--- src/fan_output_pkg.sv ---
// Constants and carrier types shared by the fan output logic
package fan_output_pkg;

    // Host port offsets from the monitor base address
    localparam logic [2:0] PORT_ADDRESS         = 3'h5;
    localparam logic [2:0] PORT_DATA            = 3'h6;

    // Banks and register indexes
    localparam logic [2:0] BANK_MAIN            = 3'h0;
    localparam logic [2:0] BANK_SYS_LEVEL_WRITE = 3'h1;
    localparam logic [6:0] IDX_SYS_LEVEL        = 7'h01;
    localparam logic [6:0] IDX_CPU_FREQ         = 7'h02;
    localparam logic [6:0] IDX_SYS_MODE         = 7'h04;
    localparam logic [6:0] IDX_SYS_LEVEL_WRITE  = 7'h09;
    localparam logic [6:0] IDX_BANK_SELECT      = 7'h4e;

    // Field positions
    localparam int         SYS_MODE_BIT         = 0;
    localparam int         BANK_BITS            = 3;

    // Reset values
    localparam logic [7:0] RST_SYS_LEVEL        = 8'hff;
    localparam logic [7:0] RST_CPU_FREQ         = 8'h04;
    localparam logic       RST_SYS_MODE_DC      = 1'h1;
    localparam logic [7:0] RST_SYS_FREQ         = 8'h04;
    localparam logic [2:0] RST_BANK             = 3'h0;
    localparam logic [7:0] READ_IDLE            = 8'h00;

    // PWM shape
    localparam logic [7:0] LEVEL_FULL           = 8'hff;
    localparam int         DIV_WIDTH            = 11;

    // Prescaler setting of a fan PWM: source select and divisor field
    typedef struct packed {
        logic       tick_source_select;
        logic [6:0] prescale;
    } pwm_freq_s;

endpackage

--- src/fan_output_duty_and_frequency.sv ---
// Fan output level, mode and PWM frequency registers behind an index/data port
`timescale 1ns/1ps

// Behaviour
// - System fan level readable at bank0 01h, resets FFh
// - PWM mode duty equals level over 255; the code gives level over 256 below FFh
// - FFh gives full on, 00h full off
// - DC mode presents level as voltage code
// - Level written only through bank1 index 09
// - Frequency bit 7 selects fast or slow source
// - Processor frequency only acts in PWM operation
// - Frequency is source over divisor over 256
// - Fast source divisor is field plus one
// - Slow source maps low four bits to divisor
// - Bank0 04h bit 0 selects PWM or DC
// - Index written at base+5, data at base+6
module fan_output_duty_and_frequency
    import fan_output_pkg::*;
#(
    parameter logic [7:0] SYS_FREQ_CFG = RST_SYS_FREQ  // System fan prescaler setting
)(
    input  wire logic       core_clk,               // Core clock, 10 MHz
    input  wire logic       nrst,                   // Async reset, active low
    input  wire logic [2:0] io_offset,              // Port offset from base
    input  wire logic       io_wr,                  // Write strobe, one cycle
    input  wire logic       io_rd,                  // Read strobe, one cycle
    input  wire logic [7:0] io_wdata,               // Write data
    output logic      [7:0] io_rdata,               // Read data, valid after io_rd
    input  wire logic       tick_fast,              // Pulse per fast source edge
    input  wire logic       tick_slow,              // Pulse per slow source edge
    input  wire logic [7:0] processor_fan_level,    // Processor fan duty level
    input  wire logic       processor_fan_pwm_mode, // Processor fan set for PWM
    output logic            system_fan_output,      // System fan PWM pin
    output logic      [7:0] system_fan_dc_code,     // DC voltage code
    output logic            system_fan_dc_en,       // DC drive active
    output logic            processor_fan_output    // Processor fan PWM pin
);

    logic [6:0]           index_ptr;
    logic [BANK_BITS-1:0] bank;
    logic [7:0]           fan_level_code;
    pwm_freq_s            cpu_freq;
    logic                 sys_mode_dc;
    logic                 data_wr;
    logic                 main_bank;
    logic [7:0]           read_value;

    assign data_wr   = io_wr && (io_offset == PORT_DATA);
    assign main_bank = (bank == BANK_MAIN);

    // Index pointer written through the address port
    always_ff @(posedge core_clk or negedge nrst) begin
        if (!nrst) begin
            index_ptr <= '0;
        end else if (io_wr && io_offset == PORT_ADDRESS) begin
            index_ptr <= io_wdata[6:0];
        end
    end

    // Bank select, reachable from every bank
    always_ff @(posedge core_clk or negedge nrst) begin
        if (!nrst) begin
            bank <= RST_BANK;
        end else if (data_wr && index_ptr == IDX_BANK_SELECT) begin
            bank <= io_wdata[BANK_BITS-1:0];
        end
    end

    // System fan level: read-only in bank0, written via the bank1 alias
    always_ff @(posedge core_clk or negedge nrst) begin
        if (!nrst) begin
            fan_level_code <= RST_SYS_LEVEL;
        end else if (data_wr && bank == BANK_SYS_LEVEL_WRITE
                     && index_ptr == IDX_SYS_LEVEL_WRITE) begin
            fan_level_code <= io_wdata;
        end
    end

    // Processor fan frequency configuration
    always_ff @(posedge core_clk or negedge nrst) begin
        if (!nrst) begin
            cpu_freq <= pwm_freq_s'(RST_CPU_FREQ);
        end else if (data_wr && main_bank && index_ptr == IDX_CPU_FREQ) begin
            cpu_freq <= pwm_freq_s'(io_wdata);
        end
    end

    // System fan output mode
    always_ff @(posedge core_clk or negedge nrst) begin
        if (!nrst) begin
            sys_mode_dc <= RST_SYS_MODE_DC;
        end else if (data_wr && main_bank && index_ptr == IDX_SYS_MODE) begin
            sys_mode_dc <= io_wdata[SYS_MODE_BIT];
        end
    end

    // Data port read decode; unmapped indexes read as zero
    always_comb begin
        read_value = READ_IDLE;
        if (index_ptr == IDX_BANK_SELECT) begin
            read_value = {{(8-BANK_BITS){1'b0}}, bank};
        end else if (main_bank) begin
            unique case (index_ptr)
                IDX_SYS_LEVEL: read_value = fan_level_code;
                IDX_CPU_FREQ:  read_value = cpu_freq;
                IDX_SYS_MODE:  read_value = {7'h00, sys_mode_dc};
                default:       read_value = READ_IDLE;
            endcase
        end
    end

    // Registered read data, updated on each read strobe
    always_ff @(posedge core_clk or negedge nrst) begin
        if (!nrst) begin
            io_rdata <= READ_IDLE;
        end else if (io_rd) begin
            if (io_offset == PORT_ADDRESS) begin
                io_rdata <= {1'b0, index_ptr};
            end else if (io_offset == PORT_DATA) begin
                io_rdata <= read_value;
            end else begin
                io_rdata <= READ_IDLE;
            end
        end
    end

    // DC drive: the level stands as a code for the 256-step voltage converter
    always_ff @(posedge core_clk or negedge nrst) begin
        if (!nrst) begin
            system_fan_dc_code <= RST_SYS_LEVEL;
            system_fan_dc_en   <= RST_SYS_MODE_DC;
        end else begin
            system_fan_dc_code <= fan_level_code;
            system_fan_dc_en   <= sys_mode_dc;
        end
    end

    // System fan PWM channel, held low in DC mode
    fan_pwm_core u_system_fan (
        .core_clk  (core_clk),
        .nrst      (nrst),
        .tick_fast (tick_fast),
        .tick_slow (tick_slow),
        .freq      (pwm_freq_s'(SYS_FREQ_CFG)),
        .level     (fan_level_code),
        .enable    (!sys_mode_dc),
        .pwm       (system_fan_output)
    );

    // Processor fan PWM channel, frequency settings act only in PWM operation
    fan_pwm_core u_processor_fan (
        .core_clk  (core_clk),
        .nrst      (nrst),
        .tick_fast (tick_fast),
        .tick_slow (tick_slow),
        .freq      (cpu_freq),
        .level     (processor_fan_level),
        .enable    (processor_fan_pwm_mode),
        .pwm       (processor_fan_output)
    );

endmodule

--- src/fan_pwm_core.sv ---
// One fan PWM channel: prescaler, 256-step period counter and duty compare
`timescale 1ns/1ps
module fan_pwm_core
    import fan_output_pkg::*;
(
    input  wire logic      core_clk,    // Core clock
    input  wire logic      nrst,        // Async reset, active low
    input  wire logic      tick_fast,   // One-cycle pulse per fast source edge
    input  wire logic      tick_slow,   // One-cycle pulse per slow source edge
    input  wire pwm_freq_s freq,        // Source select and divisor
    input  wire logic [7:0] level,      // Duty level
    input  wire logic      enable,      // Channel runs in PWM mode
    output logic           pwm          // Registered PWM output
);

    logic [DIV_WIDTH-1:0] divisor;
    logic [DIV_WIDTH-1:0] pre_cnt;
    logic [7:0]           step;
    logic                 src_tick;
    logic                 step_tick;

    // Slow source uses only the low four divisor bits through a mapping table
    function automatic logic [DIV_WIDTH-1:0] slow_divisor(input logic [3:0] code);
        logic [DIV_WIDTH-1:0] d;
        d = '0;
        unique case (code)
            4'h8: d = 11'd12;
            4'h9: d = 11'd16;
            4'ha: d = 11'd32;
            4'hb: d = 11'd64;
            4'hc: d = 11'd128;
            4'hd: d = 11'd256;
            4'he: d = 11'd512;
            4'hf: d = 11'd1024;
            default: d = {7'h00, code} + 11'd1; // Codes 0..7 give 1..8
        endcase
        return d;
    endfunction

    // Divisor and source selection
    always_comb begin
        if (freq.tick_source_select) begin
            divisor  = slow_divisor(freq.prescale[3:0]);
            src_tick = tick_slow;
        end else begin
            divisor  = {4'h0, freq.prescale} + 11'd1;
            src_tick = tick_fast;
        end
    end

    assign step_tick = src_tick && (pre_cnt >= divisor - 11'd1);

    // Prescaler divides the selected source
    always_ff @(posedge core_clk or negedge nrst) begin
        if (!nrst) begin
            pre_cnt <= '0;
        end else if (!enable) begin
            pre_cnt <= '0;
        end else if (step_tick) begin
            pre_cnt <= '0;
        end else if (src_tick) begin
            pre_cnt <= pre_cnt + 11'd1;
        end
    end

    // Period of 256 prescaled steps
    always_ff @(posedge core_clk or negedge nrst) begin
        if (!nrst) begin
            step <= '0;
        end else if (!enable) begin
            step <= '0;
        end else if (step_tick) begin
            step <= step + 8'h01;
        end
    end

    // Duty compare; full level holds the output for the whole period
    always_ff @(posedge core_clk or negedge nrst) begin
        if (!nrst) begin
            pwm <= 1'b0;
        end else if (!enable) begin
            pwm <= 1'b0;
        end else begin
            pwm <= (level == LEVEL_FULL) || (step < level);
        end
    end

endmodule
--- config.mk ---
export PLATFORM = sky130hd
export DESIGN_NAME = fan_output_duty_and_frequency
export DESIGN_NICKNAME = d
export VERILOG_FILES = /design/src/fan_output_pkg.sv /design/src/fan_output_duty_and_frequency.sv /design/src/fan_pwm_core.sv
export SDC_FILE = /design/constraint.sdc
export NUM_CORES = 1
export LEC_CHECK = 0
export BUFFER_PORTS_ARGS = -buffer_cell sky130_fd_sc_hd__buf_2
export CAP_MARGIN = 20
export CELL_PAD_IN_SITES_DETAIL_PLACEMENT = 1
export CELL_PAD_IN_SITES_GLOBAL_PLACEMENT = 2
export CORE_ASPECT_RATIO = 0.8
export CORE_MARGIN = 3
export CORE_UTILIZATION = 41
export DETAILED_ROUTE_END_ITERATION = 16
export GPL_ROUTABILITY_DRIVEN = 1
export PLACE_DENSITY_LB_ADDON = 0.12
export SLEW_MARGIN = 0
export SYNTH_ARGS = -nofsm -noshare
export SYNTH_HDL_FRONTEND = slang
export SYNTH_SLANG_ARGS = --single-unit
--- constraint.sdc ---
create_clock -name core_clk -period 6.8 [get_ports core_clk]
set_input_delay 1.36 -clock core_clk [delete_from_list [all_inputs] [get_ports core_clk]]
set_output_delay 1.36 -clock core_clk [all_outputs]
set_load 0.05 [all_outputs]
==> results.tsv, run 1 <==
metric	value	unit
worstHoldStart	fan_level_code[5]$_DFFE_PN1P_	
cts_buffers	9	
fin_crit	4.46	ns
crit_fanout	12	
slew_violations	0	
cts_tree	yes	
crit_top_cell	ha_1	
route.detailed.drc	0	
hpwl	9230	microns
final_common_cell	dfrtp_1	
whs_path_depth	0	
clockBufferDepth	2	
cp_slowest_cell	dfrtp_1	
synth.largest_area_cell	dfrtp_1	
antenna_found_initial	0	
ys_seq_elements	84	
leakage	2.60	nW
initial_utilization	0.424	
io_pins	45	
synth_edf_count	0	
antenna_cells	0	
syn_avg_cell_area	9.72	sq um
hp-class	flip-flop to flip-flop	
arrival	4.72	ns
reg2reg_setup_slack	2.34	ns
wirelength	12200	microns
grt_pass1_wl	21100	microns
firstDrtPassIters	4	
end_kind	flip-flop	
crit_type	flip-flop to flip-flop	
vias_per_cell	5.53	
ys_top_cells_by_area	dfrtp_1, dfstp_2, ha_1	
drv_cap	0	
synth_area	4920	sq um
worstReg2RegEnd	u_processor_fan.pre_cnt[10]$_DFFE_PN0P_	
whs	0.391	ns
core_area	11600	sq um
cp_top_family	compound AO/OA/AOI/OAI gates	
rsz0062_at_grt	no	
synth_fp_nets	567	
critPathMaxStageDelay	0.48	ns
power_density	251	nW/um^2
synth-main-ff-cell	dfrtp_1	
synthToLayoutAreaGrowth	13.6	%
r2r_start	cpu_freq[0]$_DFFE_PN0P_	
cp_cell_sequence	ha_1 -> nor2_1 -> a21oi_1 -> nand2b_1 -> ha_1 -> o311ai_1 -> nor4_2 -> nor2b_1 -> o221ai_1 -> ha_1 -> a211o_1 -> a211oi_1 -> o21a_1 -> o21ai_1 -> nor2_1	
path_buf_inv	0	
fin_setup_tns	0	ns
final_nets	608	
drive_gt1_frac	0.197	
status	complete, no violations	
holdPathEnd	system_fan_dc_code[5]$_DFF_PN1_	
cts.sinks	84	
seq_area_frac_synth	0.432	
post_cts_buffers	0	
grt_pass1_vias	4031	
grt_max_degree	85	
ff2ff_path_depth	15	
clk_latency	0.34	ns
io_buffers	44	
wl_per_cell	17.5	microns
layout_common_cells	dfrtp_1, nor2_1, nand2_1	
synth_top_area_share	0.331	
cts_max_level	3	
drt_iter0_markers	270	
place.gp.congestion	0.855	
fin_crit_sh	0.655	
post_cts_resize_count	0	
postCtsHoldBufs	0	
finalSetupViolCount	0	
ir_drop	0.000151	V
dieArea	13300	sq um
synthCells	506	
synthArstFlopShare	1.00	
final_hold_viol_count	0	
gr-usage-all-layers	0.195	
max_slew_margin	0.380	
num_vias	3874	
dieWidth	128	microns
synth_cell_types	62	
die_y	104	microns
worst_slew_pin_slew	0.926	ns
rows	35	
path_clk_slew	0.07	ns
start_kind	flip-flop	
gr-total-overflow	0	
cp_data_required_time	7.06	ns
ant_nets	0	
yosysWarnings	0	
max_freq	224	MHz
skew	0.00673	ns
clock-root-buffer	clkbuf_16	
synth_stat cells, drive strengths merged (3+ instances only):
| master | number |
|---|---|
| a211oi | 3 |
| a21o | 10 |
| a21oi | 22 |
| a222oi | 3 |
| a22o | 7 |
| a22oi | 4 |
| a31oi | 3 |
| and3 | 8 |
| buf | 7 |
| clkbuf | 8 |
| dfrtp | 65 |
| dfstp | 19 |
| ha | 35 |
| inv | 28 |
| mux2 | 19 |
| mux2i | 8 |
| nand2 | 46 |
| nand2b | 12 |
| nand3 | 19 |
| nand4 | 14 |
| nor2 | 58 |
| nor2b | 3 |
| nor3 | 9 |
| nor3b | 3 |
| nor4 | 3 |
| o21a | 5 |
| o21ai | 21 |
| o311ai | 3 |
| o31ai | 3 |
| or3 | 3 |
| xnor2 | 15 |
| xor2 | 14 |
cells by family after synthesis:
| kind of cell | synth area share |
|---|---|
| flops | 0.432 |
| compound gates | 0.132 |
| buf+inv | 0.0364 |
| mux | 0.0629 |
| xor+xnor | 0.0517 |
| simple gates | 0.196 |
| fa+ha+maj | 0.0891 |
per-stage QoR:
stage | setup slack, ns | instance area, sq um | utilization | power [mW] | std cells
after floorplan | 3.10 | 4920 | - | 0.813 | 506
after global placement | 2.55 | 5260 | 0.453 | 0.900 | 683
after detailed placement | 2.35 | 5260 | 0.453 | 0.912 | 683
after CTS | 2.33 | 5560 | 0.479 | 1.42 | 699
after global routing | 1.84 | 5580 | 0.481 | 1.49 | 700
final | 2.34 | 5580 | 0.481 | 1.40 | 700
worst register-to-register path, stage by stage (launching register included):
cell and delay [ns]:
dfrtp_1 0.48, ha_1 0.44, nor2_1 0.08, a21oi_1 0.31
nand2b_1 0.16, ha_1 0.18, o311ai_1 0.18, nor4_2 0.46
nor2b_1 0.19, o221ai_1 0.14, ha_1 0.32, a211o_1 0.29
a211oi_1 0.23, o21a_1 0.38, o21ai_1 0.32, nor2_1 0.21
registers in the layout, summed over array words and instances, names as in the netlist:
signal and flops:
u_processor_fan.pre_cnt 11, u_system_fan.pre_cnt 11, cpu_freq 8, fan_level_code 8, io_rdata 8, system_fan_dc_code 8
u_processor_fan.step 8, u_system_fan.step 8, index_ptr 7, bank 3, sys_mode_dc 1, system_fan_dc_en 1
u_processor_fan.pwm 1, u_system_fan.pwm 1
cell type report:
cell class              count  area [sq um]
multi-input cells         379          2620
well taps                 148           185
clock inverters             6          51.3
inverters                  28           105
flip-flops and latches     84          2130
fillers                  1314          6020
repair buffers             45           250
clock buffers              10           250
worst max-delay path by stage:
stage | start | end | slack (ns) | cells past startpoint
global placement | cpu_freq[0]$_DFFE_PN0P_ | u_processor_fan.pre_cnt[10]$_DFFE_PN0P_ | 2.55 | 15
CTS | cpu_freq[0]$_DFFE_PN0P_ | u_processor_fan.pre_cnt[10]$_DFFE_PN0P_ | 2.33 | 15
global route | cpu_freq[1]$_DFFE_PN0P_ | u_processor_fan.pre_cnt[6]$_DFFE_PN0P_ | 1.84 | 15
detailed placement | cpu_freq[0]$_DFFE_PN0P_ | u_processor_fan.pre_cnt[10]$_DFFE_PN0P_ | 2.35 | 15
floorplan | cpu_freq[0]$_DFFE_PN0P_ | u_processor_fan.pre_cnt[10]$_DFFE_PN0P_ | 3.10 | 16
finish | cpu_freq[0]$_DFFE_PN0P_ | u_processor_fan.pre_cnt[10]$_DFFE_PN0P_ | 2.34 | 15
power by group:
group          switching (mW)  internal, mW  leakage [nW]  total (mW)
combinational           0.202         0.128          1.38       0.330
clock                   0.222         0.276         0.150       0.498
sequential             0.0445         0.531          1.07       0.576
metal layers:
metal | vias to the layer above | track usage | wire [microns]
met5 | - | 0 | 0
met4 | 0 | 0.0447 | 93
met3 | 7 | 0.0441 | 604
met2 | 64 | 0.280 | 5370
met1 | 1926 | 0.297 | 6180
li1 | 1877 | - | -
Power figures use the tool's default switching activity.
==> run 2, diff against run 1 <==
--- a/config.mk
+++ b/config.mk
@@ -11,7 +11,7 @@
 export CELL_PAD_IN_SITES_GLOBAL_PLACEMENT = 2
 export CORE_ASPECT_RATIO = 0.8
 export CORE_MARGIN = 3
-export CORE_UTILIZATION = 41
+export CORE_UTILIZATION = 38
 export DETAILED_ROUTE_END_ITERATION = 16
 export GPL_ROUTABILITY_DRIVEN = 1
 export PLACE_DENSITY_LB_ADDON = 0.12
==> constraint.sdc (replaced) <==
create_clock -name core_clk -period 4.7 [get_ports core_clk]
set_input_delay 0.94 -clock core_clk [delete_from_list [all_inputs] [get_ports core_clk]]
set_output_delay 0.94 -clock core_clk [all_outputs]
set_load 0.05 [all_outputs]
==> run 2 against run 1 <==
  * Final cell count up 3.7%
  * Highest routed layer unchanged
  * Sequential share of layout area down 0.20 points
  * Global-route usage fell by 1.3 points
  * Critical path type unchanged
  * Largest cell class unchanged
  * Largest power group unchanged
==> results.tsv, run 2 (synthesis gave the netlist of run 1 again) <==
metric	value	unit	change
path_clk_slew	0.07	ns	about the same
num_vias	3889		was 3874
antenna_found_initial	0		unchanged
finalSetupViolCount	0		unchanged
power	1.99	mW	was 1.40 mW
worst_slew_pin_slew	0.739	ns	was 0.926 ns
max_freq	235	MHz	was 224 MHz
gr-usage-all-layers	0.182		was 0.195
fin_ws	0.451	ns	was 2.34 ns
p_int	1.33	mW	was 0.935 mW
swShare	0.331		was 0.334
final_common_cell	dfrtp_1		unchanged
grt_use_met3	0.0458		was 0.0441
r2r_start	cpu_freq[1]$_DFFE_PN0P_		was cpu_freq[0]$_DFFE_PN0P_
leakage	2.61	nW	was 2.60 nW
arrival	4.52	ns	was 4.72 ns
max_slew_margin	0.505		was 0.380
firstDrtPassIters	4		unchanged
core_area	12400	sq um	was 11600 sq um
use_met2	0.265		was 0.280
synthToLayoutAreaGrowth	14.2	%	was 13.6%
reg2reg_setup_slack	0.45	ns	was 2.34 ns
cts_buffers	9		unchanged
io_pins	45		unchanged
status	complete, no violations		unchanged
final_util	0.453		was 0.481
cts.sinks	84		unchanged
crit_path_end	u_processor_fan.step[7]$_DFFE_PN0P_		was u_processor_fan.pre_cnt[10]$_DFFE_PN0P_
grt_pass1_vias	3871		was 4031
p_comb_frac	0.242		was 0.235
ir_drop	0.000184	V	was 0.000151 V
end_kind	flip-flop		unchanged
post_cts_buffers	0		unchanged
initial_utilization	0.397		was 0.424
gr-max-usage-layer	met1		unchanged
worstSetupStartpoint	cpu_freq[1]$_DFFE_PN0P_		was cpu_freq[0]$_DFFE_PN0P_
met1_usage	0.276		was 0.297
crit_type	flip-flop to flip-flop		unchanged
fin_crit	4.25	ns	was 4.46 ns
hp-class	flip-flop to flip-flop		unchanged
grt_max_degree	85		unchanged
drt_iter0_markers	236		was 270
cp_data_required_time	4.97	ns	was 7.06 ns
cts_max_level	3		unchanged
final_nets	611		was 608
die_y	108	microns	was 104 microns
clock-root-buffer	clkbuf_16		unchanged
sequentialPowerShare	0.418		was 0.410
power.switching	0.660	mW	was 0.469 mW
wirelength	12500	microns	was 12200 microns
power_density	355	nW/um^2	was 251 nW/um^2
pre_cts_slack	0.219	ns	was 2.35 ns
whs_path_depth	0		unchanged
start_kind	flip-flop		unchanged
route.detailed.drc	0		unchanged
place.gp.congestion	0.856		was 0.855
layout_common_cells	dfrtp_1, nor2_1, nand2_1		unchanged
ant_nets	0		unchanged
rows	36		was 35
fin_crit_sh	0.904		was 0.655
worstReg2RegEnd	u_processor_fan.step[7]$_DFFE_PN0P_		was u_processor_fan.pre_cnt[10]$_DFFE_PN0P_
dieArea	14300	sq um	was 13300 sq um
grt_pass1_wl	20800	microns	was 21100 microns
post_cts_resize_count	0		unchanged
vias_per_cell	5.36		was 5.53
final_hold_viol_count	0		unchanged
fin_setup_tns	0	ns	unchanged
clockBufferDepth	2		unchanged
rsz0062_at_grt	no		unchanged
clk_latency	0.35	ns	was 0.34 ns
top_regs	u_processor_fan.pre_cnt (11), u_system_fan.pre_cnt (11)		unchanged
drv_cap	0		unchanged
postCtsHoldBufs	0		unchanged
io_buffers	44		unchanged
slew_violations	0		unchanged
drive_gt1_frac	0.204		was 0.197
hpwl	9200	microns	was 9230 microns
wl_per_cell	17.2	microns	was 17.5 microns
gr-total-overflow	0		unchanged
crit_fanout	8		was 12
skew	0.00805	ns	was 0.00673 ns
antenna_cells	0		unchanged
ff2ff_path_depth	16		was 15
cts_tree	yes		unchanged
dieWidth	133	microns	was 128 microns
clkPwrFrac	0.340		was 0.355
-- run 2: changes by cell type in the layout (fill, tap and decap cells not counted), sizes merged --
cell,delta
buf,+3
clkbuf,+1
inv,-1
-- run 2: worst min-delay path by stage --
stage / startpoint / end / slack, ns
2_1_floorplan: fan_level_code[2]$_DFFE_PN1P_ / system_fan_dc_code[2]$_DFF_PN1_ / 0.37
3_3_place_gp: fan_level_code[2]$_DFFE_PN1P_ / system_fan_dc_code[2]$_DFF_PN1_ / 0.39
3_5_place_dp: fan_level_code[5]$_DFFE_PN1P_ / system_fan_dc_code[5]$_DFF_PN1_ / 0.39
4_1_cts: fan_level_code[5]$_DFFE_PN1P_ / system_fan_dc_code[5]$_DFF_PN1_ / 0.40
5_1_grt: fan_level_code[5]$_DFFE_PN1P_ / system_fan_dc_code[5]$_DFF_PN1_ / 0.40
6_report: fan_level_code[5]$_DFFE_PN1P_ / system_fan_dc_code[5]$_DFF_PN1_ / 0.40
-- run 2: metrics by stage --
stage / hold WS, ns / cells / area (sq um)
3_5_place_dp: 0.385 / 709 / 5300
6_report: 0.396 / 726 / 5610
2_1_floorplan: 0.367 / 506 / 4920
5_1_grt: 0.401 / 726 / 5610
4_1_cts: 0.396 / 725 / 5580
3_3_place_gp: 0.387 / 709 / 5300
-- run 2: critical path, stage by stage, from the launching register on --
cell and delay (ns):
dfrtp_1 0.47, inv_1 0.15, ha_1 0.25, nor2_1 0.12
a21oi_1 0.35, nand2b_1 0.17, ha_1 0.19, o311ai_1 0.17
nor4_2 0.46, nor2b_1 0.18, o221ai_1 0.13, ha_1 0.31
a211o_1 0.15, o21a_1 0.19, nand2_1 0.22, or4_1 0.51
a21oi_1 0.15
-- run 2: cell type report --
type | count | area, sq um
clock buffer | 11 | 243
clock inverter | 5 | 33.8
fill | 1414 | 6770
inverter | 28 | 105
multi-input combinational | 379 | 2620
sequential | 84 | 2130
tap | 171 | 214
timing repair buffer | 48 | 273
-- run 2: power groups by stage --
stage | clock [mW] | sequential (mW) | combinational (mW)
floorplan | 0 | 0.853 | 0.323
global placement | 0 | 0.840 | 0.466
detailed placement | 0 | 0.843 | 0.475
CTS | 0.694 | 0.832 | 0.481
global route | 0.730 | 0.840 | 0.546
finish | 0.676 | 0.832 | 0.482
-- run 2: metal layers --
layer,vias to the layer above,share of wire
met4,0,0.0064
li1,1879,-
met2,48,0.43
met5,-,0
met3,6,0.040
met1,1956,0.52
